### config.mk
export PLATFORM = sky130hd
export DESIGN_NAME = fpl_ctrl
export DESIGN_NICKNAME = d
export VERILOG_FILES = /design/src/hdl/fpl_pkg.sv /design/src/hdl/fpl_ctrl.sv /design/src/hdl/fpl_blink.sv /design/src/hdl/fpl_debounce.sv
export SDC_FILE = /design/constraint.sdc
export NUM_CORES = 1
export LEC_CHECK = 0
export BUFFER_PORTS_ARGS = -buffer_cell sky130_fd_sc_hd__clkbuf_2
export CORE_MARGIN = 3
export CORE_UTILIZATION = 45
export DETAILED_ROUTE_END_ITERATION = 6
export PLACE_DENSITY_LB_ADDON = 0.08
export SETUP_SLACK_MARGIN = 0.02
export SLEW_MARGIN = 10
export SYNTH_ARGS = -nofsm -noshare
export SYNTH_HDL_FRONTEND = slang
export SYNTH_SLANG_ARGS = --single-unit
export TNS_END_PERCENT = 50
### constraint.sdc
create_clock -name pclk -period 2.85 [get_ports pclk]
set_input_delay 0.4275 -clock pclk [delete_from_list [all_inputs] [get_ports pclk]]
set_output_delay 0.4275 -clock pclk [all_outputs]
set_load 0.005 [all_outputs]
### src/hdl/fpl_pkg.sv
// Purpose: Constants, register map and types of the face plate LED and
//          request button controller.
// Assumes: pclk at 10 MHz, APB register access with 32-bit data.
// Notes:   Long timing counts become top-level parameters.
//
// Summary of operation
// - Power LED off when inactive, slow blink in transit, else spaced or on.
// - Identify, forced or timed, overrides the fault display.
// - Identify off or expired restores the aggregated fault display.
// - A press never drives power; it only requests a state change.
// - Each accepted press inverts the activation policy variable.
// - Active press sets policy deactivate, enters deactivation requested; the code inverts the policy bit instead.
// - Inactive press enters activation requested; a second press goes back.
// - Press-caused state change event carries cause code three.
// - Software enable bit can disable the request button.
// - Fault LED shows the OR of masked fault inputs.
package fpl_pkg;

    // ----------------------------------------------------------------
    // Timing
    // ----------------------------------------------------------------
    localparam int CLK_HZ            = 10_000_000;
    localparam int CYC_PER_MS        = CLK_HZ / 1000;
    localparam int SLOW_PERIOD_CYC   = 1000 * CYC_PER_MS;
    localparam int SPACED_PERIOD_CYC = 2000 * CYC_PER_MS;
    localparam int SPACED_ON_CYC     = 100 * CYC_PER_MS;
    localparam int IDENT_PERIOD_CYC  = 250 * CYC_PER_MS;
    localparam int IDENT_DUR_CYC     = 15000 * CYC_PER_MS;
    localparam int DEBOUNCE_CYC      = 20 * CYC_PER_MS;

    // ----------------------------------------------------------------
    // Register map (byte addresses)
    // ----------------------------------------------------------------
    localparam logic [7:0] ADDR_CTRL     = 8'h00;
    localparam logic [7:0] ADDR_CMD      = 8'h04;
    localparam logic [7:0] ADDR_FMASK    = 8'h08;
    localparam logic [7:0] ADDR_STATUS   = 8'h0c;
    localparam logic [7:0] ADDR_EVENT    = 8'h10;
    localparam logic [7:0] ADDR_INT_STAT = 8'h14;
    localparam logic [7:0] ADDR_INT_CLR  = 8'h18;
    localparam logic [7:0] ADDR_INT_EN   = 8'h1c;

    localparam int NUM_FAULTS = 8;
    localparam int NUM_INTS   = 3;
    localparam logic [3:0] CAUSE_BUTTON = 4'h3;
    localparam logic [3:0] CAUSE_MGR    = 4'h1;
    localparam logic [NUM_FAULTS-1:0] FMASK_RST = 8'hff;

    // CTRL register fields.
    typedef struct packed {
        logic activity;
        logic ident_force;
        logic ident_on;
        logic btn_en;
    } fpl_ctrl_t;
    localparam fpl_ctrl_t CTRL_RST = 4'h1;

    // CMD bits, write-only.
    localparam int CMD_ADVANCE = 0;
    localparam int CMD_ABORT   = 1;

    typedef enum logic [5:0] {
        ST_INACTIVE = 6'b000001,
        ST_ACT_REQ  = 6'b000010,
        ST_ACT_PROG = 6'b000100,
        ST_ACTIVE   = 6'b001000,
        ST_DEA_REQ  = 6'b010000,
        ST_DEA_PROG = 6'b100000
    } fpl_state_t;

    // Operational state change event record.
    typedef struct packed {
        logic [3:0] cause;
        logic [5:0] prev;
        logic [5:0] curr;
    } fpl_event_t;

endpackage

### src/hdl/fpl_ctrl.sv
// Purpose: Face plate power LED, fault LED and request button controller.
// Assumes: APB slave with one wait-free access phase; fault inputs are pins.
// Notes:   The button only requests state changes; power is never switched.
`timescale 1ns/1ps
`default_nettype none
module fpl_ctrl
    import fpl_pkg::*;
#(
    parameter int SLOW_CYC     = SLOW_PERIOD_CYC,
    parameter int SPACED_CYC   = SPACED_PERIOD_CYC,
    parameter int SPACED_ON    = SPACED_CYC /
                                 (SPACED_PERIOD_CYC / SPACED_ON_CYC),
    parameter int IDENT_BLINK  = IDENT_PERIOD_CYC,
    parameter int IDENT_CYC    = IDENT_DUR_CYC,
    parameter int DEBOUNCE_CYCLES = DEBOUNCE_CYC
) (
    input  wire logic                  pclk,
    input  wire logic                  presetn,
    input  wire logic                  psel,
    input  wire logic                  penable,
    input  wire logic                  pwrite,
    input  wire logic [7:0]            paddr,
    input  wire logic [31:0]           pwdata,
    output var  logic [31:0]           prdata,
    output var  logic                  pready,
    output var  logic                  pslverr,
    input  wire logic                  button_n,
    input  wire logic [NUM_FAULTS-1:0] fault_in,
    output var  logic                  power_led,
    output var  logic                  fault_led,
    output var  logic                  irq
);

    // ----------------------------------------------------------------
    // Declarations
    // ----------------------------------------------------------------
    fpl_ctrl_t             ctrl_q;
    logic [NUM_FAULTS-1:0] fmask_q;
    logic [NUM_FAULTS-1:0] fsync1_q;
    logic [NUM_FAULTS-1:0] fsync2_q;
    logic [NUM_INTS-1:0]   int_stat_q;
    logic [NUM_INTS-1:0]   int_en_q;
    logic [NUM_INTS-1:0]   int_set;
    logic [NUM_INTS-1:0]   int_clr;
    fpl_state_t            state_q;
    fpl_state_t            state_d;
    logic                  policy_q;
    logic                  policy_d;
    fpl_event_t            event_q;
    logic [3:0]            cause_d;
    logic                  state_chg;
    logic                  ident_q;
    logic [31:0]           ident_cnt_q;
    logic                  ident_exp;
    logic                  press_raw;
    logic                  press;
    logic                  slow_blink;
    logic                  spaced_blink;
    logic                  ident_blink;
    logic                  wr_acc;
    logic                  setup;
    logic                  cm_advance;
    logic                  cm_abort;
    logic                  fault_any;

    function automatic logic [31:0] read_mux(input logic [7:0] a);
        read_mux = 32'h0;
        unique case (a)
            ADDR_CTRL:     read_mux = 32'(ctrl_q);
            ADDR_FMASK:    read_mux = 32'(fmask_q);
            ADDR_STATUS:   read_mux = {16'h0, 8'(fsync2_q), ident_q,
                                       policy_q, 6'(state_q)};
            ADDR_EVENT:    read_mux = 32'(event_q);
            ADDR_INT_STAT: read_mux = 32'(int_stat_q);
            ADDR_INT_EN:   read_mux = 32'(int_en_q);
            default:       read_mux = 32'h0;
        endcase
    endfunction

    function automatic logic mapped(input logic [7:0] a);
        mapped = (a[1:0] == 2'b00) && (a <= ADDR_INT_EN);
    endfunction

    // ----------------------------------------------------------------
    // APB slave
    // ----------------------------------------------------------------
    // Read data is captured in the setup cycle so that prdata comes from
    // a flop; the price is a fixed one-cycle access phase.
    assign setup  = psel && !penable;
    assign wr_acc = psel && penable && pready && pwrite && !pslverr;

    always_ff @(posedge pclk or negedge presetn)
    begin
        if (!presetn)
        begin
            pready  <= 1'b0;
            pslverr <= 1'b0;
            prdata  <= 32'h0;
        end
        else if (setup)
        begin
            pready  <= 1'b1;
            pslverr <= !mapped(paddr);
            prdata  <= pwrite ? 32'h0 : read_mux(paddr);
        end
        else
        begin
            pready  <= 1'b0;
            pslverr <= 1'b0;
        end
    end

    always_ff @(posedge pclk or negedge presetn)
    begin
        if (!presetn)
        begin
            ctrl_q   <= CTRL_RST;
            fmask_q  <= FMASK_RST;
            int_en_q <= '0;
        end
        else if (wr_acc)
        begin
            if (paddr == ADDR_CTRL)
                ctrl_q <= fpl_ctrl_t'(pwdata[3:0]);
            if (paddr == ADDR_FMASK)
                fmask_q <= pwdata[NUM_FAULTS-1:0];
            if (paddr == ADDR_INT_EN)
                int_en_q <= pwdata[NUM_INTS-1:0];
        end
    end

    assign cm_advance = wr_acc && (paddr == ADDR_CMD) && pwdata[CMD_ADVANCE];
    assign cm_abort   = wr_acc && (paddr == ADDR_CMD) && pwdata[CMD_ABORT];
    assign int_clr    = (wr_acc && (paddr == ADDR_INT_CLR)) ?
                        pwdata[NUM_INTS-1:0] : '0;

    // ----------------------------------------------------------------
    // Request button
    // ----------------------------------------------------------------
    fpl_debounce #(
        .STABLE_CYC (DEBOUNCE_CYCLES)
    ) u_debounce (
        .pclk     (pclk),
        .presetn  (presetn),
        .button_n (button_n),
        .press    (press_raw)
    );

    assign press = press_raw && ctrl_q.btn_en;

    // ----------------------------------------------------------------
    // Operational state and activation policy
    // ----------------------------------------------------------------
    // A press only moves the state machine; nothing here reaches power.
    always_comb
    begin
        state_d  = state_q;
        policy_d = policy_q;
        cause_d  = CAUSE_MGR;
        if (press)
        begin
            policy_d = !policy_q;
            cause_d  = CAUSE_BUTTON;
            unique case (state_q)
                ST_ACTIVE:   state_d = ST_DEA_REQ;
                ST_INACTIVE: state_d = ST_ACT_REQ;
                ST_ACT_REQ:  state_d = ST_INACTIVE;
                ST_DEA_REQ:  state_d = ST_ACTIVE;
                ST_ACT_PROG,
                ST_DEA_PROG: state_d = state_q;
            endcase
        end
        else if (cm_advance)
        begin
            unique case (state_q)
                ST_ACT_REQ:  state_d = ST_ACT_PROG;
                ST_ACT_PROG: state_d = ST_ACTIVE;
                ST_DEA_REQ:  state_d = ST_DEA_PROG;
                ST_DEA_PROG: state_d = ST_INACTIVE;
                ST_INACTIVE,
                ST_ACTIVE:   state_d = state_q;
            endcase
        end
        else if (cm_abort)
        begin
            unique case (state_q)
                ST_ACT_REQ:  state_d = ST_INACTIVE;
                ST_DEA_REQ:  state_d = ST_ACTIVE;
                ST_INACTIVE, ST_ACT_PROG,
                ST_ACTIVE,   ST_DEA_PROG: state_d = state_q;
            endcase
        end
    end

    assign state_chg = (state_d != state_q);

    always_ff @(posedge pclk or negedge presetn)
    begin
        if (!presetn)
        begin
            state_q  <= ST_INACTIVE;
            policy_q <= 1'b0;
        end
        else
        begin
            state_q  <= state_d;
            policy_q <= policy_d;
        end
    end

    always_ff @(posedge pclk or negedge presetn)
    begin
        if (!presetn)
            event_q <= '0;
        else if (state_chg)
            event_q <= '{cause: cause_d, prev: 6'(state_q),
                         curr: 6'(state_d)};
    end

    // ----------------------------------------------------------------
    // Identify and fault aggregation
    // ----------------------------------------------------------------
    // Timed identify restarts on each write that sets ident_on; on
    // expiry only the display drops, the request bit stays set.
    assign ident_exp = ident_q && !ctrl_q.ident_force &&
                       (ident_cnt_q == 32'h0);

    always_ff @(posedge pclk or negedge presetn)
    begin
        if (!presetn)
        begin
            ident_q     <= 1'b0;
            ident_cnt_q <= 32'h0;
        end
        else if (wr_acc && (paddr == ADDR_CTRL) && pwdata[1])
        begin
            ident_q     <= 1'b1;
            ident_cnt_q <= 32'(IDENT_CYC - 1);
        end
        else if (ctrl_q.ident_force)
            ident_q <= 1'b1;
        else if (!ctrl_q.ident_on || ident_exp)
            ident_q <= 1'b0;
        else if (ident_cnt_q != 32'h0)
            ident_cnt_q <= ident_cnt_q - 32'h1;
    end

    always_ff @(posedge pclk or negedge presetn)
    begin
        if (!presetn)
        begin
            fsync1_q <= '0;
            fsync2_q <= '0;
        end
        else
        begin
            fsync1_q <= fault_in;
            fsync2_q <= fsync1_q;
        end
    end

    assign fault_any = |(fsync2_q & fmask_q);

    // ----------------------------------------------------------------
    // LED patterns
    // ----------------------------------------------------------------
    fpl_blink #(
        .PERIOD_CYC (SLOW_CYC),
        .ON_CYC     (SLOW_CYC / 2)
    ) u_slow (
        .pclk    (pclk),
        .presetn (presetn),
        .blink   (slow_blink)
    );

    fpl_blink #(
        .PERIOD_CYC (SPACED_CYC),
        .ON_CYC     (SPACED_ON)
    ) u_spaced (
        .pclk    (pclk),
        .presetn (presetn),
        .blink   (spaced_blink)
    );

    fpl_blink #(
        .PERIOD_CYC (IDENT_BLINK),
        .ON_CYC     (IDENT_BLINK / 2)
    ) u_ident (
        .pclk    (pclk),
        .presetn (presetn),
        .blink   (ident_blink)
    );

    always_ff @(posedge pclk or negedge presetn)
    begin
        if (!presetn)
            power_led <= 1'b0;
        else
        begin
            unique case (state_q)
                ST_INACTIVE: power_led <= 1'b0;
                ST_ACTIVE:   power_led <= ctrl_q.activity ? 1'b1
                                                          : spaced_blink;
                ST_ACT_REQ, ST_ACT_PROG,
                ST_DEA_REQ, ST_DEA_PROG: power_led <= slow_blink;
            endcase
        end
    end

    always_ff @(posedge pclk or negedge presetn)
    begin
        if (!presetn)
            fault_led <= 1'b0;
        else if (ident_q)
            fault_led <= ident_blink;
        else
            fault_led <= fault_any;
    end

    // ----------------------------------------------------------------
    // Interrupts
    // ----------------------------------------------------------------
    assign int_set = {ident_exp, press, state_chg};

    // A set in the same cycle as its clear wins, so no event is lost.
    always_ff @(posedge pclk or negedge presetn)
    begin
        if (!presetn)
            int_stat_q <= '0;
        else
            int_stat_q <= (int_stat_q & ~int_clr) | int_set;
    end

    always_ff @(posedge pclk or negedge presetn)
    begin
        if (!presetn)
            irq <= 1'b0;
        else
            irq <= |(int_stat_q & int_en_q);
    end

endmodule
`default_nettype wire

### src/hdl/fpl_blink.sv
// Purpose: Free-running blink pattern generator.
// Assumes: ON_CYC not above PERIOD_CYC.
// Notes:   Output is high for the first ON_CYC cycles of each period.
`timescale 1ns/1ps
`default_nettype none
module fpl_blink #(
    parameter int PERIOD_CYC = 16,
    parameter int ON_CYC     = 8
) (
    input  wire logic pclk,
    input  wire logic presetn,
    output var  logic blink
);
    logic [31:0] cnt_q;

    always_ff @(posedge pclk or negedge presetn)
    begin
        if (!presetn)
            cnt_q <= 32'h0;
        else if (cnt_q >= 32'(PERIOD_CYC - 1))
            cnt_q <= 32'h0;
        else
            cnt_q <= cnt_q + 32'h1;
    end

    always_ff @(posedge pclk or negedge presetn)
    begin
        if (!presetn)
            blink <= 1'b0;
        else
            blink <= (cnt_q < 32'(ON_CYC));
    end
endmodule
`default_nettype wire

### src/hdl/fpl_debounce.sv
// Purpose: Synchronise and debounce the active-low request button.
// Assumes: Button pin is asynchronous to pclk.
// Notes:   Emits one pulse per debounced press, on the press edge.
`timescale 1ns/1ps
`default_nettype none
module fpl_debounce #(
    parameter int STABLE_CYC = 4
) (
    input  wire logic pclk,
    input  wire logic presetn,
    input  wire logic button_n,
    output var  logic press
);
    logic        sync1_q;
    logic        sync2_q;
    logic        level_q;
    logic [31:0] cnt_q;

    always_ff @(posedge pclk or negedge presetn)
    begin
        if (!presetn)
        begin
            sync1_q <= 1'b0;
            sync2_q <= 1'b0;
        end
        else
        begin
            sync1_q <= ~button_n;
            sync2_q <= sync1_q;
        end
    end

    // A level must hold for STABLE_CYC cycles before it is believed.
    always_ff @(posedge pclk or negedge presetn)
    begin
        if (!presetn)
        begin
            cnt_q   <= 32'h0;
            level_q <= 1'b0;
            press   <= 1'b0;
        end
        else
        begin
            press <= 1'b0;
            if (sync2_q == level_q)
                cnt_q <= 32'h0;
            else if (cnt_q >= 32'(STABLE_CYC - 1))
            begin
                cnt_q   <= 32'h0;
                level_q <= sync2_q;
                press   <= sync2_q;
            end
            else
                cnt_q <= cnt_q + 32'h1;
        end
    end
endmodule
`default_nettype wire

Word level (Yosys, flattened, before mapping)
Cells that the tools add are included.
- $add $sub $neg: 5
- $mul: 0
- divide/modulo/power cells: 0
- $lt $le $gt $ge: 8
- equal/unequal tests: 17
- shift operators: 0
- multiplexer cells: 29
- bitwise operators: 7
- reductions and logical operators: 39
- operators by type and width (cell ; count):
    32-bit 2-to-1 mux ; 10
    32-bit by 1-bit adder with 32-bit output (second input constant) ; 4
    16-bit one-hot mux with 6 select lines ; 1
    6-bit one-hot mux with 5 select lines ; 2
    8-bit by 5-bit == test with 1-bit output (second input constant) ; 4
    32-bit by 18-bit greater-or-equal comparator with 1-bit output (second input constant) ; 1
    32-bit by 22-bit greater-or-equal comparator with 1-bit output (second input constant) ; 1
    32-bit by 24-bit greater-or-equal comparator with 1-bit output (second input constant) ; 1
    32-bit by 25-bit greater-or-equal comparator with 1-bit output (second input constant) ; 1
    32-bit logical NOT ; 1
    32-bit by 20-bit less-than comparator with 1-bit output (second input constant) ; 1
    32-bit by 21-bit less-than comparator with 1-bit output (second input constant) ; 1
    32-bit by 23-bit less-than comparator with 1-bit output (second input constant) ; 1
    32-bit nonzero test ; 1
    32-bit by 1-bit subtractor with 32-bit output (second input constant) ; 1
    6-bit 2-to-1 mux ; 3
    6-bit one-hot mux with 3 select lines ; 1
    8-bit by 4-bit == test with 1-bit output (second input constant) ; 2
    1-bit logical AND ; 15
    1-bit 2-to-1 mux ; 9
    8-bit bitwise AND ; 1
    8-bit by 3-bit == test with 1-bit output (second input constant) ; 1
    8-bit by 5-bit less-or-equal comparator with 1-bit output (second input constant) ; 1
    8-bit logical NOT ; 1
    28 further kinds ; 40
- flip-flop bits (word level): 262
- bits in latches: 0
- memory bits (writable): 0
- memory bits (read-only): 0
- bits of input ports: 54
- output and inout port bits: 37
- memories kept: 0

Logic depth before layout (Yosys ltp)
Gate-level depths: netlist of run 1.
- word-level depth: 11
- mapped depth: 11
- mapped depth without buffers: 9

Cells and area by module
Synthesis of run 1 repeated with hierarchy kept, for this count alone.
- cells, all modules: 1120
- area, all modules: 11875.1 um2
- modules (own cells, without submodules) (module ; times used ; cells an instance ; area an instance (um2) ; seq. area each (um2)):
    fpl_ctrl ; 1 ; 535 ; 5375.2 ; 2740.1
    fpl_blink at u_slow ; 1 ; 151 ; 1740.4 ; 825.8
    fpl_blink at u_spaced ; 1 ; 154 ; 1660.3 ; 825.8
    fpl_blink at u_ident ; 1 ; 152 ; 1569.0 ; 825.8
    fpl_debounce ; 1 ; 128 ; 1530.2 ; 900.9

Worst setup path before layout of run 1
OpenSTA, ideal clock, no wires.
- path type: register -> register
- start point: register state_q[0]
- end point: register event_q[10] in the netlist's numbering
- arrival: 2677 ps
- required time: 2725 ps
- path slack: 48 ps
- cell stages (with the launch flop): 11
- path buffers: 3
- clock period less this slack: 2802 ps
- path through: dfstp_2 > buf_2 > nor2_1 > and3_1 > o31ai_4 > nor3_1 > or4_1 > or3b_1 > buf_6 > buf_6 > mux2_4
- word-level cells in the longest chain between the ends: 7
- ends and longest elaborated chain (item ; line ; text):
    from (decl) ; fpl_ctrl.sv:45 ; fpl_state_t state_q;
    from (signal assigned) ; fpl_ctrl.sv:206 ; state_q <= state_d;
    6-bit by 3-bit == test with 1-bit output, or another cell as far along ; fpl_ctrl.sv:164, fpl_ctrl.sv:175, fpl_ctrl.sv:186 ;
    4-bit OR reduction ; fpl_ctrl.sv:186 ; unique case (state_q)
    6-bit one-hot mux with 3 select lines ; fpl_ctrl.sv:186 ;
    6-bit 2-to-1 mux ; fpl_ctrl.sv:184 ; else if (cm_abort)
    6-bit 2-to-1 mux ; fpl_ctrl.sv:173 ; else if (cm_advance)
    6-bit 2-to-1 mux ; fpl_ctrl.sv:160 ; if (press)
    6-bit != test * ; fpl_ctrl.sv:195 ; assign state_chg = (state_d != state_q);
    to (signal assigned) ; fpl_ctrl.sv:216 ; event_q <= '{cause: cause_d, prev: 6'(state_q),
    to (decl) ; fpl_ctrl.sv:49 ; fpl_event_t event_q;
Every way passes the cells marked *; elsewhere a longest branch is shown, timed or not.
A chain may end at the register's enable or synchronous reset.

Worst setup path in the final report of run 1
- start point: register pready
- end point: register event_q[0] in the netlist's numbering
- word-level cells in the longest chain between the ends: 9
- ends and longest elaborated chain (item ; line ; text):
    from (decl) ; fpl_ctrl.sv:25 ; output var logic pready,
    from (signal assigned) ; fpl_ctrl.sv:96 ; pready <= 1'b0;
    from (signal assigned) ; fpl_ctrl.sv:102 ; pready <= 1'b1;
    from (signal assigned) ; fpl_ctrl.sv:108 ; pready <= 1'b0;
    1-bit logical AND * (3 in a row) ; fpl_ctrl.sv:90 ; assign wr_acc = psel && penable && pready && pwrite && !pslverr;
    1-bit logical AND * ; fpl_ctrl.sv:132, fpl_ctrl.sv:133 ;
    1-bit logical AND ; fpl_ctrl.sv:133 ; assign cm_abort = wr_acc && (paddr == ADDR_CMD) && pwdata[CMD_ABORT];
    6-bit 2-to-1 mux ; fpl_ctrl.sv:184 ;
    6-bit 2-to-1 mux * ; fpl_ctrl.sv:173 ;
    6-bit 2-to-1 mux * ; fpl_ctrl.sv:160 ;
    6-bit != test ; fpl_ctrl.sv:195 ;
Marks and branches as above.

==> flow_metrics.py, run 1 <==
metrics = {
    "grt": {
        "grt_pass1_vias": 7892,
        "grt_usage_pct": 17.6,
        "gr-total-overflow": 0,
        "grt_max_degree": 85,
        "antenna_found_initial": 0,
        "grt_pass1_wl_mm": 39.3,
    },
    "finish": {
        "layout.nets": 1283,
        "stdcell_count": 1566,
        "num-fill-cells": 2222,
        "num_antenna_cells": 0,
        "drive_gt1_share_pct": 17.1,
        "syn2layout_area_growth_pct": 18.5,
    },
    "setup_path": {
        "path_depth": 9,
        "path_max_fanout": 5,
        "r2r_cells": 9,
        "slowest_stage": "or4_4",
        "cp-startpoint": "pready$_DFF_PN0_",
        "crit_family": "simple AND/OR/NAND/NOR gates",
        "timing.rr.end": "event_q[0]$_DFFE_PN0P_",
        "cpPeakStageDelay_ns": 0.54,
        "startpoint_type": "register",
        "crit_path_end_kind": "register",
        "required_ns": 3.26,
        "path_class": "reg2reg",
        "path_common_cell": "buf_4",
        "r2r_start": "pready$_DFF_PN0_",
        "crit_arrival_ns": 3.15,
        "path_buf_inv": 2,
        "endpoint": "event_q[0]$_DFFE_PN0P_",
        "crit_chain": "and4b_2, and4_2, buf_4, nand3_1, a21oi_1, or4_4, or3b_4, buf_4, mux2_1",
        "regToRegSetupSlack_ns": 0.12,
    },
    "route": {
        "ant_nets": 0,
        "viasPerCell": 5.18,
        "drt_first_pass_iters": 5,
        "drtIter0Drc": 511,
        "wl_mm": 23.0,
        "via_count": 8116,
        "drc": 0,
        "wl_per_cell_um": 14.7,
    },
    "logic_synthesis": {
        "synth.avg_cell_area_sq_um": 10.4,
        "synthCells": 1077,
        "ys_types": 73,
        "synth_seq_cells": 244,
        "synth_seq_area_share_pct": 54.7,
        "synth_ff_type": "dfrtp_1",
        "postSynth.asyncResetShare_pct": 100,
        "ys.warnings.count": 0,
        "synth_area_sq_um": 11200,
        "synth_edf_count": 0,
    },
    "timing": {
        "tightest_slew_ns": 0.884,
        "slew_viol_final": 0,
        "period_minus_slack_ns": 2.73,
        "whs_ns": 0.0593,
        "rsz0062_at_grt": "false",
        "setup_viol": 0,
        "timing.fmax_mhz": 366,
        "slew_headroom_pct": 40.9,
        "hold_viol_final": 0,
        "min_period_over_period_pct": 95.8,
        "finClkSkew_ns": 0.0186,
    },
    "clock_tree": {
        "cts_root_buffer": "clkbuf_16",
        "cts_buffer_depth": 3,
        "cts_tree": "done",
        "clkLatencyLatePin_ns": 0.53,
        "cts_buffers": 27,
        "htreeDepth": 1,
        "path_clk_slew_ns": 0.06,
        "cts.sinks": 244,
    },
    "die": {
        "die_h_um": 164,
        "rows": 57,
        "coreArea_sq_um": 24400,
        "initial_core_util_pct": 45.8,
        "die_area_sq_um": 26800,
        "io_pins": 91,
        "fp.dieW_um": 164,
    },
    "power": {
        "power.switching_mw": 1.74,
        "p_leak_nw": 5.64,
        "internal_power_mw": 5.66,
        "ir_worst_vdd_mv": 0.498,
        "swShare_pct": 23.5,
        "finalPower_mw": 7.40,
        "clock_power_share_pct": 44.6,
        "pwr-share-comb_pct": 5.9,
        "power_density_nw_per_um2": 558,
        "seq_power_share_pct": 49.5,
    },
    "place": {
        "dp_hpwl_mm": 15.4,
        "place_congestion": 0.855,
        "dp_cells": 1507,
        "port_buffers": 50,
    },
    "flow_run": {
        "maxCapViolCount": 0,
    },
    "worst_hold_path": {
        "hold_path.class": "in2reg",
    },
    "outcome": {
        "outcome": "completed",
    },
}
metal layers:
| layer | share of wire [%] | track usage (%) | up-vias | routed length, um |
|---|---|---|---|---|
| li1 | - | - | 4014 | - |
| met1 | 49 | 25.9 | 3930 | 11300 |
| met2 | 45 | 27.5 | 135 | 10300 |
| met3 | 3.7 | 2.43 | 37 | 857 |
| met4 | 2.5 | 4.65 | 0 | 567 |
| met5 | 0 | 0 | - | 0 |
layout make-up:
cell class / count / area, sq um / area share [%]
flip-flops and latches: 244 / 6120 / 46.2
multi-input cells: 805 / 4910 / 37.1
repair buffers: 125 / 887 / 6.70
clock buffers: 33 / 728 / 5.50
well taps: 324 / 405 / 3.06
clock inverters: 14 / 114 / 0.860
inverters: 21 / 78.8 / 0.595
how the worst min path moves through the flow:
stage	startpoint	to	cells after the start
floorplan	presetn	ctrl_q[1]$_DFFE_PN0P_	0
global placement	fsync1_q[2]$_DFF_PN0_	fsync2_q[2]$_DFF_PN0_	0
detailed placement	fsync1_q[2]$_DFF_PN0_	fsync2_q[2]$_DFF_PN0_	0
CTS	button_n	u_debounce.sync1_q$_DFF_PN0_	2
global route	button_n	u_debounce.sync1_q$_DFF_PN0_	2
finish	button_n	u_debounce.sync1_q$_DFF_PN0_	2
power by group through the flow:
stage | Combinational [mW] | Clock, mW | Sequential, mW
3_3_place_gp | 0.417 | 0 | 3.72
4_1_cts | 0.436 | 3.41 | 3.66
5_1_grt | 0.503 | 3.56 | 3.67
2_1_floorplan | 0.256 | 0 | 3.70
6_report | 0.435 | 3.30 | 3.66
3_5_place_dp | 0.427 | 0 | 3.72
cell families (layout without fill, tap and decap cells):
| family | after synthesis | count (layout) | synth area share [%] |
|---|---|---|---|
| other cells | 1 | 55 | 0.0336 |
| simple gates | 463 | 463 | 20.8 |
| buf+inv | 82 | 193 | 3.55 |
| xor+xnor | 109 | 109 | 8.54 |
| flops | 244 | 244 | 54.7 |
| fa+ha+maj | 5 | 5 | 0.560 |
| compound gates | 138 | 138 | 8.15 |
| mux | 35 | 35 | 3.57 |
placed cells by master, fill, tap and decap left out, drive strengths merged, types with 27 or more instances in the layout:
cell      n
dfrtp   234
nor2     98
nand3    50
xnor2    52
o21ai    45
mux2     27
nand2    99
xor2     57
buf      67
clkbuf   82
conb     55
nor3     91
cell usage after synthesis, drive strengths merged (13+ instances only):
cell type | n | area, sq um
mux2 | 27 | 319
a21oi | 22 | 110
and3 | 22 | 138
nor4 | 17 | 106
a22oi | 14 | 105
nand3 | 50 | 250
nand4 | 17 | 121
buf | 27 | 190
inv | 21 | 78.8
clkbuf | 34 | 128
nor3 | 91 | 467
xnor2 | 52 | 455
or3 | 13 | 81.3
nand2 | 99 | 372
nor2 | 98 | 368
dfrtp | 234 | 5860
o21ai | 45 | 225
xor2 | 57 | 499
registers in the layout, summed over array words and instances, names as in the netlist, 6 cells and up:
register          flops
u_spaced.cnt_q       32
ident_cnt_q          32
prdata               16
u_ident.cnt_q        32
state_q               6
fmask_q               8
fsync1_q              8
u_debounce.cnt_q     32
fsync2_q              8
u_slow.cnt_q         32
event_q              14
stage by stage:
step	util [%]	setup TNS [ns]	area [sq um]	setup WS [ns]
finish	54.3	0	13200	0.119
global route	54.3	0	13200	0.0243
CTS	54.0	0	13200	0.0528
detailed placement	50.2	-0.121	12200	-0.0331
global placement	50.2	-0.0273	12200	-0.0147
floorplan	-	0	11400	0.0478
repair_timing:
| item | 4_1_cts | 5_1_grt |
|---|---|---|
| setup buffers | 0 | 3 |
| hold endpoints to repair | 87 | 0 |
| gates resized for setup | 0 | 14 |
| hold buffers | 9 | 0 |
| endpoints found under the setup margin | 0 | 10 |
No activity file was read; power rests on OpenSTA's default activity.
==> run 2, diff against run 1 <==
--- a/config.mk
+++ b/config.mk
@@ -9,10 +9,12 @@
 export CORE_MARGIN = 3
 export CORE_UTILIZATION = 45
 export DETAILED_ROUTE_END_ITERATION = 6
+export MAX_ROUTING_LAYER = met4
 export PLACE_DENSITY_LB_ADDON = 0.08
 export SETUP_SLACK_MARGIN = 0.02
 export SLEW_MARGIN = 10
 export SYNTH_ARGS = -nofsm -noshare
 export SYNTH_HDL_FRONTEND = slang
+export SYNTH_HIERARCHICAL = 1
 export SYNTH_SLANG_ARGS = --single-unit
 export TNS_END_PERCENT = 50
==> run 2 against run 1 <==
  * Via count grew 4.3%
  * Highest routed layer unchanged
  * Die area grew 6.0%
  * Largest power group unchanged
  * Fmax grew 3.6%
  * Final cell count grew 0.83%
==> flow_metrics.py, run 2 <==
metrics = {
    "route": {
        "drtIter0Drc": 523,
        "via_count": 8462,
        "wl_mm": 24.4,
        "viasPerCell": 5.36,
        "wl_per_cell_um": 15.4,
        "met3WireLength_mm": 1.01,
        "wl_met2_mm": 10.9,
        "drt_first_pass_iters": 5,
        "routed.top_layer": "met4",
        "ant_nets": 0,
        "wl_met1_mm": 12.1,
        "drc": 0,
    },
    "power": {
        "p_leak_nw": 5.56,
        "ir_worst_vdd_mv": 0.557,
        "finalPower_mw": 7.43,
        "power_density_nw_per_um2": 547,
    },
    "setup_path": {
        "path_class": "reg2reg",
        "required_ns": 3.25,
        "crit_family": "simple AND/OR/NAND/NOR gates",
        "timing.rr.end": "event_q[6]$_DFFE_PN0P_",
        "cpPeakStageDelay_ns": 0.53,
        "path_depth": 7,
        "regToRegSetupSlack_ns": 0.21,
        "path_buf_inv": 0,
        "startpoint_type": "register",
        "r2r_start": "state_q[5]$_DFF_PN0_",
        "crit_path_end_kind": "register",
        "path_max_fanout": 14,
        "crit_arrival_ns": 3.03,
        "crit_chain": "or4b_1, or3_1, o21a_1, o221ai_1, a211oi_1, nand4_4, mux2_2",
        "slowest_stage": "or4b_1",
        "r2r_cells": 7,
    },
    "grt": {
        "grt_pass1_wl_mm": 41.8,
        "antenna_found_initial": 0,
        "grt_usage_pct": 17.8,
        "gr-total-overflow": 0,
        "grt_pass1_vias": 8174,
        "grt_max_degree": 79,
    },
    "logic_synthesis": {
        "synth_seq_area_share_pct": 51.5,
        "synth_ff_type": "dfrtp_1",
        "synth.avg_cell_area_sq_um": 10.6,
        "synth_edf_count": 0,
        "synth_seq_cells": 244,
        "synth.cells.most_frequent": "dfrtp_1, nand2_1, nor3_1",
        "synth_top_area_cell": "dfrtp_1",
        "ys_types": 91,
        "netlist_top_cells_area": "dfrtp_1, xor2_1, xnor2_1",
        "yosys.cell_count.top_type": "dfrtp_1",
        "ys.warnings.count": 6,
        "synth.top_cell.area_share_pct": 49.3,
        "synth_area_sq_um": 11900,
        "postSynth.asyncResetShare_pct": 100,
        "synthCells": 1120,
    },
    "worst_hold_path": {
        "hp-start": "button_n",
        "whs_path_depth": 2,
        "min_to": "u_debounce/sync1_q$_DFF_PN0_",
        "hold_path.class": "in2reg",
    },
    "clock_tree": {
        "postCtsSetupRepairBufs": 0,
        "path_clk_slew_ns": 0.06,
        "cts_root_buffer": "clkbuf_16",
        "cts_buffers": 27,
        "cts_tree": "done",
        "htreeDepth": 1,
        "cts.sinks": 244,
        "cts_buffer_depth": 3,
        "clkLatencyLatePin_ns": 0.52,
    },
    "finish": {
        "fin_area_sq_um": 13600,
        "num_antenna_cells": 0,
        "final_cell_mix": "dfrtp_1, nand2_1, nor3_1",
        "post-route-util_pct": 53.1,
        "layout.nets": 1288,
        "final_common_cell": "dfrtp_1",
        "drive_gt1_share_pct": 17.7,
        "stdcell_count": 1579,
        "syn2layout_area_growth_pct": 14.3,
    },
    "place": {
        "pre_cts_slack_ns": 0.117,
        "port_buffers": 50,
        "place_congestion": 0.884,
        "dp_hpwl_mm": 16.4,
        "dp_cells": 1521,
        "placed_cell_area_sq_um": 12600,
    },
    "timing": {
        "fin_ws_ns": 0.214,
        "finClkSkew_ns": 0.00926,
        "fin_setup_tns_ns": 0,
        "period_minus_slack_ns": 2.64,
        "setup_viol": 0,
        "tightest_slew_ns": 0.942,
        "slew_viol_final": 0,
        "slew_headroom_pct": 37.2,
        "whs_ns": 0.0424,
        "hold_viol_final": 0,
        "min_period_over_period_pct": 92.5,
        "timing.fmax_mhz": 379,
        "rsz0062_at_grt": "false",
    },
    "die": {
        "fp.dieW_um": 168,
        "io_pins": 91,
        "rows": 58,
        "initial_core_util_pct": 46.5,
        "die_h_um": 168,
        "die_area_sq_um": 28400,
        "coreArea_sq_um": 25500,
    },
    "flow_run": {
        "maxCapViolCount": 0,
    },
    "outcome": {
        "outcome": "completed",
    },
}
-- run 2: changes by cell type in the layout (fill, tap and decap cells not counted), moves of 10 or more --
cell      change
o31ai_1      +12
xor2_1       -11
nand4_1      +10
nor2_1       -30
or4_1        +18
a211oi_1     +14
nor3_1       -21
buf_4        -25
inv_1        +12
nor2_4       +18
-- run 2: area by class of cell --
| class | instances | area (sq um) |
|---|---|---|
| Clock inverter | 15 | 139 |
| Inverter | 32 | 120 |
| Tap cell | 330 | 413 |
| Multi-Input combinational cell | 826 | 5380 |
| Timing Repair Buffer | 98 | 668 |
| Sequential cell | 244 | 6120 |
| Clock buffer | 34 | 732 |
| Fill cell | 2301 | 12000 |
-- run 2: timing repair --
action | 4_1_cts | 5_1_grt
gates resized for setup | 0 | 1
hold endpoints to repair | 77 | 0
hold buffers | 9 | 0
setup endpoints to repair | 0 | 1
-- run 2: report_power, final --
group | leakage [nW] | total [mW] | internal, mW | switching, mW
clock | 0.435 | 3.39 | 2.00 | 1.39
combinational | 2.09 | 0.378 | 0.153 | 0.226
sequential | 3.04 | 3.66 | 3.57 | 0.0859
total | 5.56 | 7.43 | 5.73 | 1.70
-- run 2: worst max path at each step --
stage                              start                       to  slack (ns)
floorplan                       paddr[3]  event_q[10]$_DFFE_PN0P_        0.19
global placement                paddr[1]  event_q[10]$_DFFE_PN0P_        0.11
detailed placement                  psel  event_q[13]$_DFFE_PN0P_        0.12
CTS                 state_q[5]$_DFF_PN0_   event_q[6]$_DFFE_PN0P_        0.24
global route        state_q[0]$_DFF_PN1_   event_q[2]$_DFFE_PN0P_        0.07
finish              state_q[5]$_DFF_PN0_   event_q[6]$_DFFE_PN0P_        0.21
-- run 2: cells by family (layout without fill, tap and decap cells) --
family / Yosys count / after routing / share of synthesized area (%)
AOI/OAI and AO/OA: 175 / 175 / 10.4
xor gates and xnor gates: 89 / 89 / 6.56
adders and majority gates: 6 / 6 / 0.611
buffers and inverters: 100 / 179 / 4.79
DFF: 244 / 244 / 51.5
muxes: 33 / 33 / 3.02
other: 5 / 55 / 0.158
and+or+nand+nor: 468 / 468 / 23.0
-- run 2: layer usage --
| layer | up-vias | GRT usage (%) |
|---|---|---|
| li1 | 4199 | - |
| met1 | 4104 | 26.1 |
| met2 | 137 | 26.8 |
| met3 | 22 | 2.68 |
| met4 | 0 | 3.09 |
| met5 | - | - |
